$ cat src/logic/urs_consts.svh
/*
 Holds the numeric constants of the serial port: oversampling, voting windows,
 frame lengths, line-driver mode codes and reset values.
 Assumes it is included by bare name before any module that uses it.
*/
`ifndef URS_CONSTS_SVH
`define URS_CONSTS_SVH

`define URS_SAMPLES_NORMAL 5'h10
`define URS_SAMPLES_DOUBLE 5'h08
`define URS_VOTE_FIRST_N   5'h08
`define URS_VOTE_LAST_N    5'h0A
`define URS_VOTE_FIRST_D   5'h04
`define URS_VOTE_LAST_D    5'h06
`define URS_DATA_LAST_BIT  4'h7
`define URS_ASYNC_LAST_BIT 4'h9
`define URS_SPI_LAST_EDGE  4'hF
`define URS_LDM_OFF        2'h0
`define URS_LDM_EXTERNAL   2'h1
`define URS_LDM_PIN        2'h2
`define URS_DIVISOR_RESET  16'h0000

`endif

$ cat src/logic/urs_pkg.sv
/*
 Holds the types of the serial port: state enumerations and carrier structs.
 Assumes nothing beyond a SystemVerilog compiler.
*/
`default_nettype none
package urs_pkg;
   typedef enum logic [4:0] {
      URS_RX_IDLE  = 5'h01,
      URS_RX_START = 5'h02,
      URS_RX_DATA  = 5'h04,
      URS_RX_STOP  = 5'h08,
      URS_RX_HOLD  = 5'h10
   } urs_rx_state_t;

   typedef enum logic [3:0] {
      URS_TX_IDLE  = 4'h1,
      URS_TX_GUARD = 4'h2,
      URS_TX_ASYNC = 4'h4,
      URS_TX_SPI   = 4'h8
   } urs_tx_state_t;

   typedef struct packed {
      logic       spi_master;
      logic       double_speed_select;
      logic       clock_phase_select;
      logic       data_order_select;
      logic [1:0] line_driver_mode;
   } urs_cfg_t;

   typedef struct packed {
      logic [7:0] data;
      logic       frame_error_flag;
   } urs_rx_frame_t;
endpackage
`default_nettype wire

$ cat src/logic/urs_sync.sv
/*
 Holds a two-flop synchroniser for one level from outside the clock domain.
 Assumes the input may change at any time; the output idles high after reset.
*/
`default_nettype none
module urs_sync (
   input  wire logic clk_sys_in,
   input  wire logic reset_in,
   input  wire logic async_in,
   output var  logic sync_out
);
   logic meta;

   always_ff @(posedge clk_sys_in or posedge reset_in) begin
      if (reset_in) begin
         meta     <= 1'b1;
         sync_out <= 1'b1;
      end else begin
         meta     <= async_in;
         sync_out <= meta;
      end
   end
endmodule
`default_nettype wire

$ cat src/logic/urs_baud.sv
/*
 Holds the baud generator: a one-cycle sample tick every divisor plus one cycles.
 Assumes the divisor is held stable by the user while frames are in flight.
*/
`default_nettype none
`include "urs_consts.svh"
module urs_baud (
   input  wire logic        clk_sys_in,
   input  wire logic        reset_in,
   input  wire logic [15:0] divisor_in,
   output var  logic        tick_out
);
   logic [15:0] count;
   logic [15:0] next_count;
   logic        next_tick;

   always_comb begin
      next_tick  = (count == 16'h0000);
      next_count = next_tick ? divisor_in : count - 16'h0001;
   end

   always_ff @(posedge clk_sys_in or posedge reset_in) begin
      if (reset_in) begin
         count    <= `URS_DIVISOR_RESET;
         tick_out <= 1'b0;
      end else begin
         count    <= next_count;
         tick_out <= next_tick;
      end
   end
endmodule
`default_nettype wire

$ cat src/logic/urs_top.sv
/*
 Holds the serial port top: oversampled asynchronous receiver, asynchronous
 and master SPI transmitter with one-word buffer, and line-driver enable.
 Assumes configuration is stable while busy and write strobes are one cycle.
*/
`default_nettype none
`include "urs_consts.svh"
module urs_top
   import urs_pkg::*;
(
   input  wire logic          clk_sys_in,
   input  wire logic          reset_in,
   input  wire urs_cfg_t      cfg_in,
   input  wire logic          rx_enable_in,
   input  wire logic          tx_enable_in,
   input  wire logic [15:0]   baud_divisor_in,
   input  wire logic [7:0]    tx_data_in,
   input  wire logic          tx_write_in,
   input  wire logic          tx_complete_clear_in,
   input  wire logic          rx_read_in,
   input  wire logic          serial_data_in,
   output var  logic          serial_data_out,
   output var  logic          serial_data_oe_out,
   output var  logic          transfer_clock_pin_out,
   output var  logic          transfer_clock_pin_oe_out,
   output var  logic          transmit_enable_out,
   output var  logic          tx_buffer_empty_out,
   output var  logic          tx_complete_out,
   output var  logic          rx_complete_out,
   output var  urs_rx_frame_t rx_frame_out
);
   logic          rx_sync;
   logic          tick;
   logic [4:0]    spb;
   logic [4:0]    vote_first;
   logic [4:0]    vote_last;
   urs_rx_state_t rx_state;
   urs_rx_state_t next_rx_state;
   logic [4:0]    rx_cnt;
   logic [4:0]    next_rx_cnt;
   logic [4:0]    rx_idx;
   logic [1:0]    rx_votes;
   logic [1:0]    next_rx_votes;
   logic [1:0]    low_count;
   logic          bit_val;
   logic [3:0]    rx_bit;
   logic [3:0]    next_rx_bit;
   logic [7:0]    rx_shift;
   logic [7:0]    next_rx_shift;
   logic          rx_prev;
   logic          next_rx_prev;
   urs_rx_frame_t next_rx_frame;
   logic          next_rx_complete;
   urs_tx_state_t tx_state;
   urs_tx_state_t next_tx_state;
   logic [7:0]    tx_buf;
   logic [7:0]    next_tx_buf;
   logic [7:0]    tx_buf_rev;
   logic          next_tx_buf_empty;
   logic [9:0]    tx_shift;
   logic [9:0]    next_tx_shift;
   logic [3:0]    tx_bit;
   logic [3:0]    next_tx_bit;
   logic [4:0]    tx_cnt;
   logic [4:0]    next_tx_cnt;
   logic [4:0]    tx_idx;
   logic [7:0]    spi_rx;
   logic [7:0]    next_spi_rx;
   logic [7:0]    spi_rx_rev;
   logic          spi_rx_done;
   logic          next_txd;
   logic          next_txd_oe;
   logic          next_sclk;
   logic          next_sclk_oe;
   logic          next_te;
   logic          next_tx_complete;
   logic          load;
   logic          rising;

   urs_sync u_rx_sync (
      .clk_sys_in (clk_sys_in),
      .reset_in   (reset_in),
      .async_in   (serial_data_in),
      .sync_out   (rx_sync)
   );

   urs_baud u_baud (
      .clk_sys_in (clk_sys_in),
      .reset_in   (reset_in),
      .divisor_in (baud_divisor_in),
      .tick_out   (tick)
   );

   // Bit reversal for msb-first SPI shifting.
   genvar gi;
   generate
      for (gi = 0; gi < 8; gi++) begin : g_rev
         assign tx_buf_rev[gi] = tx_buf[7 - gi];
         assign spi_rx_rev[gi] = next_spi_rx[7 - gi];
      end
   endgenerate

   // Oversampling rate and voting window follow the speed setting.
   always_comb begin
      spb        = cfg_in.double_speed_select ? `URS_SAMPLES_DOUBLE : `URS_SAMPLES_NORMAL;
      vote_first = cfg_in.double_speed_select ? `URS_VOTE_FIRST_D : `URS_VOTE_FIRST_N;
      vote_last  = cfg_in.double_speed_select ? `URS_VOTE_LAST_D : `URS_VOTE_LAST_N;
      rx_idx     = rx_cnt + 5'h01;
      tx_idx     = tx_cnt + 5'h01;
      low_count  = rx_votes + {1'b0, ~rx_sync};
      bit_val    = (low_count < 2'h2);
   end

   // Receiver next state.
   always_comb begin
      next_rx_state    = rx_state;
      next_rx_cnt      = rx_cnt;
      next_rx_votes    = rx_votes;
      next_rx_bit      = rx_bit;
      next_rx_shift    = rx_shift;
      next_rx_prev     = rx_prev;
      next_rx_frame    = rx_frame_out;
      next_rx_complete = rx_complete_out;
      if (!rx_enable_in) begin
         next_rx_state    = URS_RX_IDLE;
         next_rx_complete = 1'b0;
         next_rx_prev     = 1'b1;
      end else begin
         if (rx_read_in) begin
            next_rx_complete = 1'b0;
         end
         if (spi_rx_done) begin
            next_rx_frame    = '{data: cfg_in.data_order_select ? next_spi_rx : spi_rx_rev,
                                 frame_error_flag: 1'b0};
            next_rx_complete = 1'b1;
         end
         if (tick && !cfg_in.spi_master) begin
            next_rx_prev = rx_sync;
            next_rx_cnt  = rx_idx;
            if (rx_idx >= vote_first && rx_idx <= vote_last) begin
               next_rx_votes = low_count;
            end
            case (rx_state)
               URS_RX_IDLE: begin
                  if (rx_prev && !rx_sync) begin
                     next_rx_state = URS_RX_START;
                     next_rx_cnt   = 5'h01;
                     next_rx_votes = 2'h0;
                  end else begin
                     next_rx_cnt = 5'h00;
                  end
               end
               URS_RX_START: begin
                  if (rx_idx == vote_last && bit_val) begin
                     next_rx_state = URS_RX_IDLE;
                     next_rx_cnt   = 5'h00;
                  end else if (rx_idx == spb) begin
                     next_rx_state = URS_RX_DATA;
                     next_rx_cnt   = 5'h00;
                     next_rx_votes = 2'h0;
                     next_rx_bit   = 4'h0;
                  end
               end
               URS_RX_DATA: begin
                  if (rx_idx == vote_last) begin
                     next_rx_shift = {bit_val, rx_shift[7:1]};
                  end
                  if (rx_idx == spb) begin
                     next_rx_cnt   = 5'h00;
                     next_rx_votes = 2'h0;
                     next_rx_bit   = rx_bit + 4'h1;
                     if (rx_bit == `URS_DATA_LAST_BIT) begin
                        next_rx_state = URS_RX_STOP;
                     end
                  end
               end
               URS_RX_STOP: begin
                  if (rx_idx == vote_last) begin
                     next_rx_frame    = '{data: rx_shift, frame_error_flag: ~bit_val};
                     next_rx_complete = 1'b1;
                     next_rx_state    = cfg_in.double_speed_select ? URS_RX_HOLD
                                                                   : URS_RX_IDLE;
                  end
               end
               URS_RX_HOLD: begin
                  next_rx_state = URS_RX_IDLE;
               end
               default: begin
                  next_rx_state = URS_RX_IDLE;
               end
            endcase
         end
      end
   end

   always_ff @(posedge clk_sys_in or posedge reset_in) begin
      if (reset_in) begin
         rx_state        <= URS_RX_IDLE;
         rx_cnt          <= 5'h00;
         rx_votes        <= 2'h0;
         rx_bit          <= 4'h0;
         rx_shift        <= 8'h00;
         rx_prev         <= 1'b1;
         rx_frame_out    <= '0;
         rx_complete_out <= 1'b0;
      end else begin
         rx_state        <= next_rx_state;
         rx_cnt          <= next_rx_cnt;
         rx_votes        <= next_rx_votes;
         rx_bit          <= next_rx_bit;
         rx_shift        <= next_rx_shift;
         rx_prev         <= next_rx_prev;
         rx_frame_out    <= next_rx_frame;
         rx_complete_out <= next_rx_complete;
      end
   end

   // Transmitter and SPI master next state.
   always_comb begin
      next_tx_state     = tx_state;
      next_tx_buf       = tx_buf;
      next_tx_buf_empty = tx_buffer_empty_out;
      next_tx_shift     = tx_shift;
      next_tx_bit       = tx_bit;
      next_tx_cnt       = tx_cnt;
      next_spi_rx       = spi_rx;
      next_sclk         = transfer_clock_pin_out;
      next_tx_complete  = tx_complete_out;
      spi_rx_done       = 1'b0;
      load              = 1'b0;
      rising            = ~transfer_clock_pin_out;
      if (tx_complete_clear_in) begin
         next_tx_complete = 1'b0;
      end
      if (tx_write_in && tx_buffer_empty_out && tx_enable_in) begin
         next_tx_buf       = tx_data_in;
         next_tx_buf_empty = 1'b0;
      end
      if (tick) begin
         case (tx_state)
            URS_TX_IDLE: begin
               load = ~tx_buffer_empty_out;
               if (load && cfg_in.line_driver_mode != `URS_LDM_OFF && !cfg_in.spi_master) begin
                  next_tx_state = URS_TX_GUARD;
               end
            end
            URS_TX_GUARD: begin
               next_tx_cnt = tx_idx;
               if (tx_idx == spb) begin
                  next_tx_state = URS_TX_ASYNC;
                  next_tx_cnt   = 5'h00;
               end
            end
            URS_TX_ASYNC: begin
               next_tx_cnt = tx_idx;
               if (tx_idx == spb) begin
                  next_tx_cnt   = 5'h00;
                  next_tx_shift = {1'b1, tx_shift[9:1]};
                  next_tx_bit   = tx_bit + 4'h1;
                  if (tx_bit == `URS_ASYNC_LAST_BIT) begin
                     load = ~tx_buffer_empty_out;
                     if (!load) begin
                        next_tx_state    = URS_TX_IDLE;
                        next_tx_complete = 1'b1;
                     end
                  end
               end
            end
            URS_TX_SPI: begin
               next_sclk   = ~transfer_clock_pin_out;
               next_tx_bit = tx_bit + 4'h1;
               if (rising ^ cfg_in.clock_phase_select) begin
                  next_spi_rx = {rx_sync, spi_rx[7:1]};
               end else if (tx_bit != 4'h0 && tx_bit != `URS_SPI_LAST_EDGE) begin
                  next_tx_shift = {1'b1, tx_shift[9:1]};
               end
               if (tx_bit == `URS_SPI_LAST_EDGE) begin
                  spi_rx_done = rx_enable_in;
                  load        = ~tx_buffer_empty_out;
                  if (!load) begin
                     next_tx_state    = URS_TX_IDLE;
                     next_tx_complete = 1'b1;
                  end
               end
            end
            default: begin
               next_tx_state = URS_TX_IDLE;
            end
         endcase
      end
      if (load) begin
         next_tx_buf_empty = 1'b1;
         next_tx_cnt       = 5'h00;
         next_tx_bit       = 4'h0;
         next_sclk         = 1'b0;
         if (cfg_in.spi_master) begin
            next_tx_state = URS_TX_SPI;
            next_tx_shift = {2'h3, cfg_in.data_order_select ? tx_buf : tx_buf_rev};
         end else begin
            next_tx_shift = {1'b1, tx_buf, 1'b0};
            if (tx_state == URS_TX_IDLE && next_tx_state != URS_TX_GUARD) begin
               next_tx_state = URS_TX_ASYNC;
            end
         end
      end
      next_txd     = (next_tx_state == URS_TX_ASYNC || next_tx_state == URS_TX_SPI)
                     ? next_tx_shift[0] : 1'b1;
      next_te      = (cfg_in.line_driver_mode != `URS_LDM_OFF) && !cfg_in.spi_master
                     && (next_tx_state == URS_TX_GUARD || next_tx_state == URS_TX_ASYNC);
      next_txd_oe  = (cfg_in.line_driver_mode == `URS_LDM_PIN && !cfg_in.spi_master)
                     ? next_te
                     : (tx_enable_in || next_tx_state != URS_TX_IDLE || !next_tx_buf_empty);
      next_sclk_oe = cfg_in.spi_master
                     && (tx_enable_in || next_tx_state != URS_TX_IDLE);
   end

   always_ff @(posedge clk_sys_in or posedge reset_in) begin
      if (reset_in) begin
         tx_state                  <= URS_TX_IDLE;
         tx_buf                    <= 8'h00;
         tx_buffer_empty_out       <= 1'b1;
         tx_shift                  <= 10'h3FF;
         tx_bit                    <= 4'h0;
         tx_cnt                    <= 5'h00;
         spi_rx                    <= 8'h00;
         serial_data_out           <= 1'b1;
         serial_data_oe_out        <= 1'b0;
         transfer_clock_pin_out    <= 1'b0;
         transfer_clock_pin_oe_out <= 1'b0;
         transmit_enable_out       <= 1'b0;
         tx_complete_out           <= 1'b0;
      end else begin
         tx_state                  <= next_tx_state;
         tx_buf                    <= next_tx_buf;
         tx_buffer_empty_out       <= next_tx_buf_empty;
         tx_shift                  <= next_tx_shift;
         tx_bit                    <= next_tx_bit;
         tx_cnt                    <= next_tx_cnt;
         spi_rx                    <= next_spi_rx;
         serial_data_out           <= next_txd;
         serial_data_oe_out        <= next_txd_oe;
         transfer_clock_pin_out    <= next_sclk;
         transfer_clock_pin_oe_out <= next_sclk_oe;
         transmit_enable_out       <= next_te;
         tx_complete_out           <= next_tx_complete;
      end
   end
endmodule
`default_nettype wire

$ cat config.mk
export PLATFORM = sky130hd
export DESIGN_NAME = urs_top
export DESIGN_NICKNAME = d
export VERILOG_FILES = /design/src/logic/urs_pkg.sv /design/src/logic/urs_sync.sv /design/src/logic/urs_baud.sv /design/src/logic/urs_top.sv
export VERILOG_INCLUDE_DIRS = /design/src /design/src/logic
export SDC_FILE = /design/constraint.sdc
export NUM_CORES = 1
export LEC_CHECK = 0
export BUFFER_PORTS_ARGS = -buffer_cell sky130_fd_sc_hd__clkbuf_2
export CORE_MARGIN = 1.5
export CORE_UTILIZATION = 40
export CTS_CLUSTER_DIAMETER = 80
export CTS_CLUSTER_SIZE = 40
export DETAILED_ROUTE_END_ITERATION = 8
export HOLD_SLACK_MARGIN = 0.02
export PLACE_DENSITY = 0.68
export SETUP_SLACK_MARGIN = 0.4
export SYNTH_ARGS = -nofsm -noshare
export SYNTH_HDL_FRONTEND = slang
export SYNTH_SLANG_ARGS = --single-unit
export TNS_END_PERCENT = 5
$ cat constraint.sdc
create_clock -name clk_sys_in -period 8.4 [get_ports clk_sys_in]
set_input_delay 1.68 -clock clk_sys_in [delete_from_list [all_inputs] [get_ports clk_sys_in]]
set_output_delay 1.68 -clock clk_sys_in [all_outputs]
set_load 0.1 [all_outputs]
==> results_dict.tcl, run 1 <==
set metrics [dict create \
    outcome "finished, final reports clean" \
    post_drt_wl_per_cell_um 15.3 \
    numCtsBuffers 9 \
    cts_tree "done" \
    n_antenna_cell 0 \
    rsz0062_at_grt "no" \
    async_reset_ff_share_pct 100 \
    max-vdd-ir-drop_uv 91.2 \
    gr-total-overflow 0 \
    drc 0 \
    hold_class "reg2reg" \
    clockPowerShare_pct 38.9 \
    slowest_delay_ps 950 \
    synth_compound_area_share_pct 15.1 \
    crit_required_ps 8620 \
    synth_top_family_by_area "simple AND/OR/NAND/NOR gates" \
    synth_edf_count 0 \
    yosys-top-cells-area "dfrtp_1, dfstp_2, mux2i_1" \
    synth_flop_cell "dfrtp_1" \
    final-setup-viol-count 0 \
    ios 55 \
    die-area_mm2 0.0142 \
    ys_warn_count 0 \
    start_kind "primary input" \
    synth_adder_area_share_pct 3.23 \
    muxShareOfSynthArea_pct 10.3 \
    gp_congestion 0.900 \
    setup.worst_path.start "cfg_in[4]" \
    fin_skew_ps 9.47 \
    period_share_pct 50.7 \
    synth_seq_area_share_pct 46.6 \
    cts.clk_slew.worst_paths_ps 70 \
    synth.avg_cell_area_um2 9.85 \
    yosys.area_share.simple_pct 17.2 \
    antenna_found_initial 0 \
    utilization_pct 46.3 \
    cp_max_fo 11 \
    synth_top_area_share_pct 38.4 \
    m1WireLength_um 5300 \
    vias 4239 \
    power.leakage_nw 2.92 \
    hold_viol_final 0 \
    seq_area_mm2 0.00252 \
    fill_cells 1274 \
    hpwlAfterDp_um 8600 \
    grt_util_all_layers_pct 17.5 \
    cts.path.max_buffers 2 \
    cp_top_family "simple AND/OR/NAND/NOR gates" \
    synthToLayoutAreaGrowth_pct 13.3 \
    dr.pass1.iters 4 \
    cts_root_buf "clkbuf_16" \
    fmax_mhz 235 \
    crit_path_end_kind "register" \
    htreeDepth 3 \
    crit_chain "clkbuf_2 -> inv_1 -> ha_1 -> nand4_1 -> or2_2 -> nor3_1 -> nor2_1 -> a22oi_1 -> o21ai_0" \
    yosysTopAreaCell "dfrtp_1" \
    power.density_mw_per_mm2 179 \
    slew_viol_final 0 \
    synth.distinct_cells 61 \
    top_layer_used "met4" \
    io_buffers 54 \
    synthTopCellsByCount "dfrtp_1, nand2_1, nor2_1" \
    p_sw_share_pct 26.7 \
    power_frac_comb_pct 11.4 \
    p_seq_share_pct 49.7 \
    grt_pass1_vias 4255 \
    clock_sinks 100 \
    tightest_slew_ps 1160 \
    vias_per_cell 5.46 \
    arrival_ps 4480 \
    rows 42 \
    syn-num-nets 602 \
    cap_violations 0 \
    multi_input_area_mm2 0.00271 \
    chipHeight_um 119 \
    core_mm2 0.0132 \
    p_int_mw 0.806 \
    hold_buffers 0 \
    max-slew-margin-rel_pct 22.4 \
    finalCriticalPeriod_ps 4260 \
    wl_met3_um 354 \
    p_switching_mw 0.293 \
    timing.rr.start "rx_cnt[0]$_DFFE_PP0P_" \
    postSynthCellCount 550 \
    grt_max_degree 52 \
    crit_buf_inv 2 \
    holdCritStartpoint "u_rx_sync.meta$_DFF_PP1_" \
    synth-xor-area-share_pct 4.14 \
    cts_setup_buffers 0 \
    cts_resized 0 \
    power_mw 1.10 \
    ys_ff_latch 100 \
    drive_gt1_share_pct 20.3 \
    insertion_delay_ps 350 \
    syn_area_mm2 0.00542 \
    layout.nets 647 \
    wirelength_um 11900 \
    critPathSlowestCell "nor3_1" \
    synth_most_common_cell "dfrtp_1" \
    start_util_pct 40.9 \
    crit_type "in2reg" \
    fin_setup_tns_ps 0 \
    met2WireLength_um 5980 \
    drtIter0Drc 244 \
    grt_pass1_wl_um 20300 \
    dieWidth_um 119 \
    ant_nets 0 \
]
power groups by stage:
stage	combinational [mW]	clock, mW	sequential (mW)
floorplan	0.0914	0	0.552
global placement	0.121	0	0.552
detailed placement	0.125	0	0.554
CTS	0.126	0.438	0.545
global route	0.140	0.455	0.552
finish	0.125	0.428	0.546
layout by cell type (no fill, tap or decap), types with 7 or more instances in the layout:
cell and n:
dfrtp_1 83, nand2_1 60, clkbuf_2 54, nor2_1 47
mux2i_1 32, o21ai_0 32, a21oi_1 29, inv_1 25
nand3_1 23, mux2_2 19, dfstp_2 17, ha_1 14
nor3_1 13, xnor2_1 13, a22oi_1 11, xor2_1 10
o211ai_1 10, clkbuf_16 9, o31ai_1 7
area by class of cell:
cell class | instances | share of cell area, %
Tap cell | 176 | 3.59
Sequential cell | 100 | 41.1
Timing Repair Buffer | 55 | 4.53
Clock buffer | 9 | 3.67
Clock inverter | 7 | 1.35
Inverter | 26 | 1.63
Multi-Input combinational cell | 403 | 44.1
registers in the layout (all words and copies together), names as in the netlist, 2 cells and up:
name          count
u_baud.count     16
tx_shift         10
rx_frame_out      9
rx_shift          8
spi_rx            8
tx_buf            8
rx_cnt            5
rx_state          5
tx_cnt            5
rx_bit            4
tx_bit            4
tx_state          4
rx_votes          2
worst reg2reg max path, cell delays in order, from the launching register on:
cell     delay (ps)
dfrtp_1         450
ha_1            280
xnor2_1         190
inv_1           100
ha_1            330
nand4_1          90
or2_2           370
nor3_1          950
nor2_1          380
a22oi_1         280
o21ai_0         100
worst paths after layout:
check                                               end  slack [ps]  cells past startpoint
setup / recovery            rx_frame_out[1]$_DFFE_PP0P_        4140                      9
hold / removal             u_rx_sync.sync_out$_DFF_PP1_         360                      0
setup reg to reg            rx_frame_out[1]$_DFFE_PP0P_        4740                     10
hold reg to reg            u_rx_sync.sync_out$_DFF_PP1_         360                      0
max in group asynchronous         rx_cnt[2]$_DFFE_PP0P_        5920                      3
min in group asynchronous         tx_buf[1]$_DFFE_PP0P_        1410                      2
cells by family after synthesis:
logic type / Yosys count
AND/OR/NAND/NOR: 188
buffers and inverters: 47
flip-flops: 100
adder cells (fa/ha/maj): 14
multiplexers: 52
XOR/XNOR: 24
AO/OA/AOI/OAI: 125
per-layer routing:
metal	up-vias	track usage, %
met5	-	0
li1	2057	-
met1	2088	22.2
met2	77	29.8
met3	17	2.25
met4	0	8.18
per-stage QoR:
stage / hold slack (ps) / instance area (um^2) / setup WS, ps / std cells
final: 357 / 6140 / 4140 / 776
after floorplan: 345 / 5420 / 4130 / 550
after detailed placement: 347 / 5830 / 3840 / 760
after global routing: 366 / 6140 / 3810 / 776
after global placement: 347 / 5830 / 4080 / 760
after CTS: 358 / 6140 / 4120 / 776
Note: power is estimated with default switching activity, not from simulation.
==> inputs of run 2 (changes only) <==
- ABC_AREA: not set -> 1
- clock period: 8.4 -> 4.35 ns (I/O delays scaled with it)
==> run 2 against run 1 <==
  * Clock power increased by 86%
  * Worst hold slack better by 6.5 ps
  * Global-route usage down 0.73 points
  * Sequential share of layout area down 1.3 points
  * Combinational power increased to 2.8 times the previous value
  * Synthesized area up 3.9%
  * Critical path depth rose by 3
  * Register-to-register slack worse by 3000 ps
  * Total power is 99% higher
  * Non-clock buffer count increased by 2
  * Synthesized cell count up 27%
==> results_dict.tcl, run 2 <==
set metrics [dict create \
    fin_setup_tns_ps 0 \
    cap_violations 0 \
    dieWidth_um 122 \
    drc 0 \
    seq_area_mm2 0.00252 \
    synth_most_common_cell "nand2_1" \
    ys_warn_count 0 \
    cts_setup_buffers 0 \
    placed_cells 920 \
    yosysTopAreaCell "dfrtp_1" \
    cts.clk_slew.worst_paths_ps 70 \
    dr.pass1.iters 7 \
    synthTopCellsByCount "nand2_1, inv_1, dfrtp_1" \
    crit_required_ps 4620 \
    cts_resized 0 \
    vias_per_cell 4.97 \
    drive_gt1_share_pct 17.9 \
    top_register "u_baud.count" \
    synth_flop_cell "dfrtp_1" \
    outcome "finished, final reports clean" \
    syn-num-nets 751 \
    clock_sinks 100 \
    hold_class "reg2reg" \
    drtIter0Drc 241 \
    chipHeight_um 122 \
    critPathSlowestCell "dfrtp_1" \
    synth_top_area_share_pct 36.9 \
    cp_common_cell "nand3_1" \
    antenna_found_initial 0 \
    power.leakage_nw 3.11 \
    grt_util_all_layers_pct 16.8 \
    crit_type "reg2reg" \
    period_share_pct 60.9 \
    rsz0062_at_grt "no" \
    fin_skew_ps 9.40 \
    finalCriticalPeriod_ps 2650 \
    hold_buffers 0 \
    cp.depth 12 \
    gr-total-overflow 0 \
    hpwlAfterDp_um 8630 \
    fill_cells 1363 \
    cts_tree "done" \
    cp_top_family "simple AND/OR/NAND/NOR gates" \
    crit_chain "ha_1 -> nand3_1 -> nand2_1 -> nand2_1 -> nand3_1 -> nand2_2 -> nand3_1 -> o21ai_1 -> nand2_2 -> a31oi_4 -> nand3_1 -> mux2i_1" \
    die-area_mm2 0.0148 \
    cts.path.max_buffers 2 \
    synth.avg_cell_area_um2 8.05 \
    slowest_delay_ps 460 \
    wirelength_um 11900 \
    start_kind "register" \
    gp_congestion 0.831 \
    crit_path_end_kind "register" \
    fin_hold_ws_ps 364 \
    post_drt_wl_per_cell_um 12.7 \
    yosys-top-cells-area "dfrtp_1, nand2_1, dfstp_2" \
    ios 55 \
    core_mm2 0.0138 \
    instances_no_fill 936 \
    power_mw 2.18 \
    max-slew-margin-rel_pct 42.9 \
    cp_max_fo 28 \
    synthToLayoutAreaGrowth_pct 12.7 \
    htreeDepth 3 \
    synth_seq_area_share_pct 44.9 \
    start_util_pct 40.7 \
    final-setup-viol-count 0 \
    grt_pass1_wl_um 19700 \
    max-vdd-ir-drop_uv 197 \
    synth_edf_count 0 \
    grt_pass1_vias 4111 \
    fmax_mhz 378 \
    syn_area_mm2 0.00563 \
    synth.distinct_cells 55 \
    rows 43 \
    slew_viol_final 0 \
    vias 4653 \
    insertion_delay_ps 350 \
    reg2reg_depth 12 \
    async_reset_ff_share_pct 100 \
    power.density_mw_per_mm2 344 \
    cts_root_buf "clkbuf_16" \
    io_buffers 54 \
    layout.nets 803 \
    hold_viol_final 0 \
    n_antenna_cell 0 \
    mostFrequentLayoutCell "nand2_1" \
    grt_max_degree 70 \
    final_cell_mix "nand2_1, inv_1, dfrtp_1" \
    whs_path_depth 0 \
    crit_buf_inv 0 \
    ys_ff_latch 100 \
    largest_reg_flops 16 \
    tightest_slew_ps 857 \
    multi_input_area_mm2 0.00258 \
    postSynthCellCount 699 \
    numCtsBuffers 9 \
    arrival_ps 2920 \
    ant_nets 0 \
    reg.largest.list "u_baud.count x16, tx_shift x10, rx_frame_out x9" \
]
## run 2: changes by cell type after synthesis, moves of 17 or more
cell,before,now
mux2i_1,32,1
o21ai_0,32,61
inv_1,26,107
nand2_1,60,129
nand3_1,23,40
nor2_1,47,70
## run 2: worst paths after layout
kind	from	end	slack (ps)
max in group asynchronous	reset_in	serial_data_out$_DFF_PP1_	2850
min in group asynchronous	reset_in	u_baud.count[2]$_DFF_PP0_	680
max reg2reg	tx_cnt[0]$_DFFE_PP0P_	tx_cnt[0]$_DFFE_PP0P_	1700
max	tx_cnt[0]$_DFFE_PP0P_	tx_cnt[0]$_DFFE_PP0P_	1700
min	u_rx_sync.meta$_DFF_PP1_	u_rx_sync.sync_out$_DFF_PP1_	360
min reg2reg	u_rx_sync.meta$_DFF_PP1_	u_rx_sync.sync_out$_DFF_PP1_	360
## run 2: layout make-up
type | count | area share (%)
multi-input cells | 469 | 40.6
well taps | 180 | 3.55
clock buffers | 12 | 3.73
flip-flops and latches | 100 | 39.8
inverters | 114 | 6.83
clock inverters | 4 | 0.809
repair buffers | 57 | 4.62
## run 2: logic make-up after synthesis
family                     count (synthesis)  share of synthesized area [%]
adders and majority gates                 14                           3.11
AOI/OAI and AO/OA                        159                           17.6
and+or+nand+nor                          277                           21.7
DFF                                      100                           44.9
muxes                                      6                           1.18
xor gates and xnor gates                  13                           2.16
buffers and inverters                    130                           9.36
## run 2: worst register-to-register path, stage by stage, from the launching register on
cell,delay (ps)
dfrtp_1,460
ha_1,300
nand3_1,120
nand2_1,50
nand2_1,90
nand3_1,100
nand2_2,120
nand3_1,90
o21ai_1,150
nand2_2,320
a31oi_4,350
nand3_1,210
mux2i_1,200
## run 2: metal layers
| layer | track usage, % | wire length (um) | vias to the layer above |
|---|---|---|---|
| li1 | - | - | 2400 |
| met1 | 23.2 | 5770 | 2154 |
| met2 | 26.0 | 5340 | 83 |
| met3 | 3.28 | 509 | 16 |
| met4 | 6.84 | 228 | 0 |
| met5 | 0 | 0 | - |
## run 2: power by group
part           total [mW]  internal, mW  leakage [nW]  switching (mW)
Combinational       0.344        0.0974          1.81           0.247
Sequential           1.04         0.995          1.17          0.0500
Clock               0.794         0.447         0.137           0.347
## run 2: per-stage QoR
step | instance area (um^2) | util, % | setup slack (ps)
6_report | 6340 | 45.8 | 1700
5_1_grt | 6340 | 45.8 | 1530
4_1_cts | 6340 | 45.8 | 1720
3_5_place_dp | 6050 | 43.8 | 1560
3_3_place_gp | 6050 | 43.8 | 1590
2_1_floorplan | 5630 | - | 889
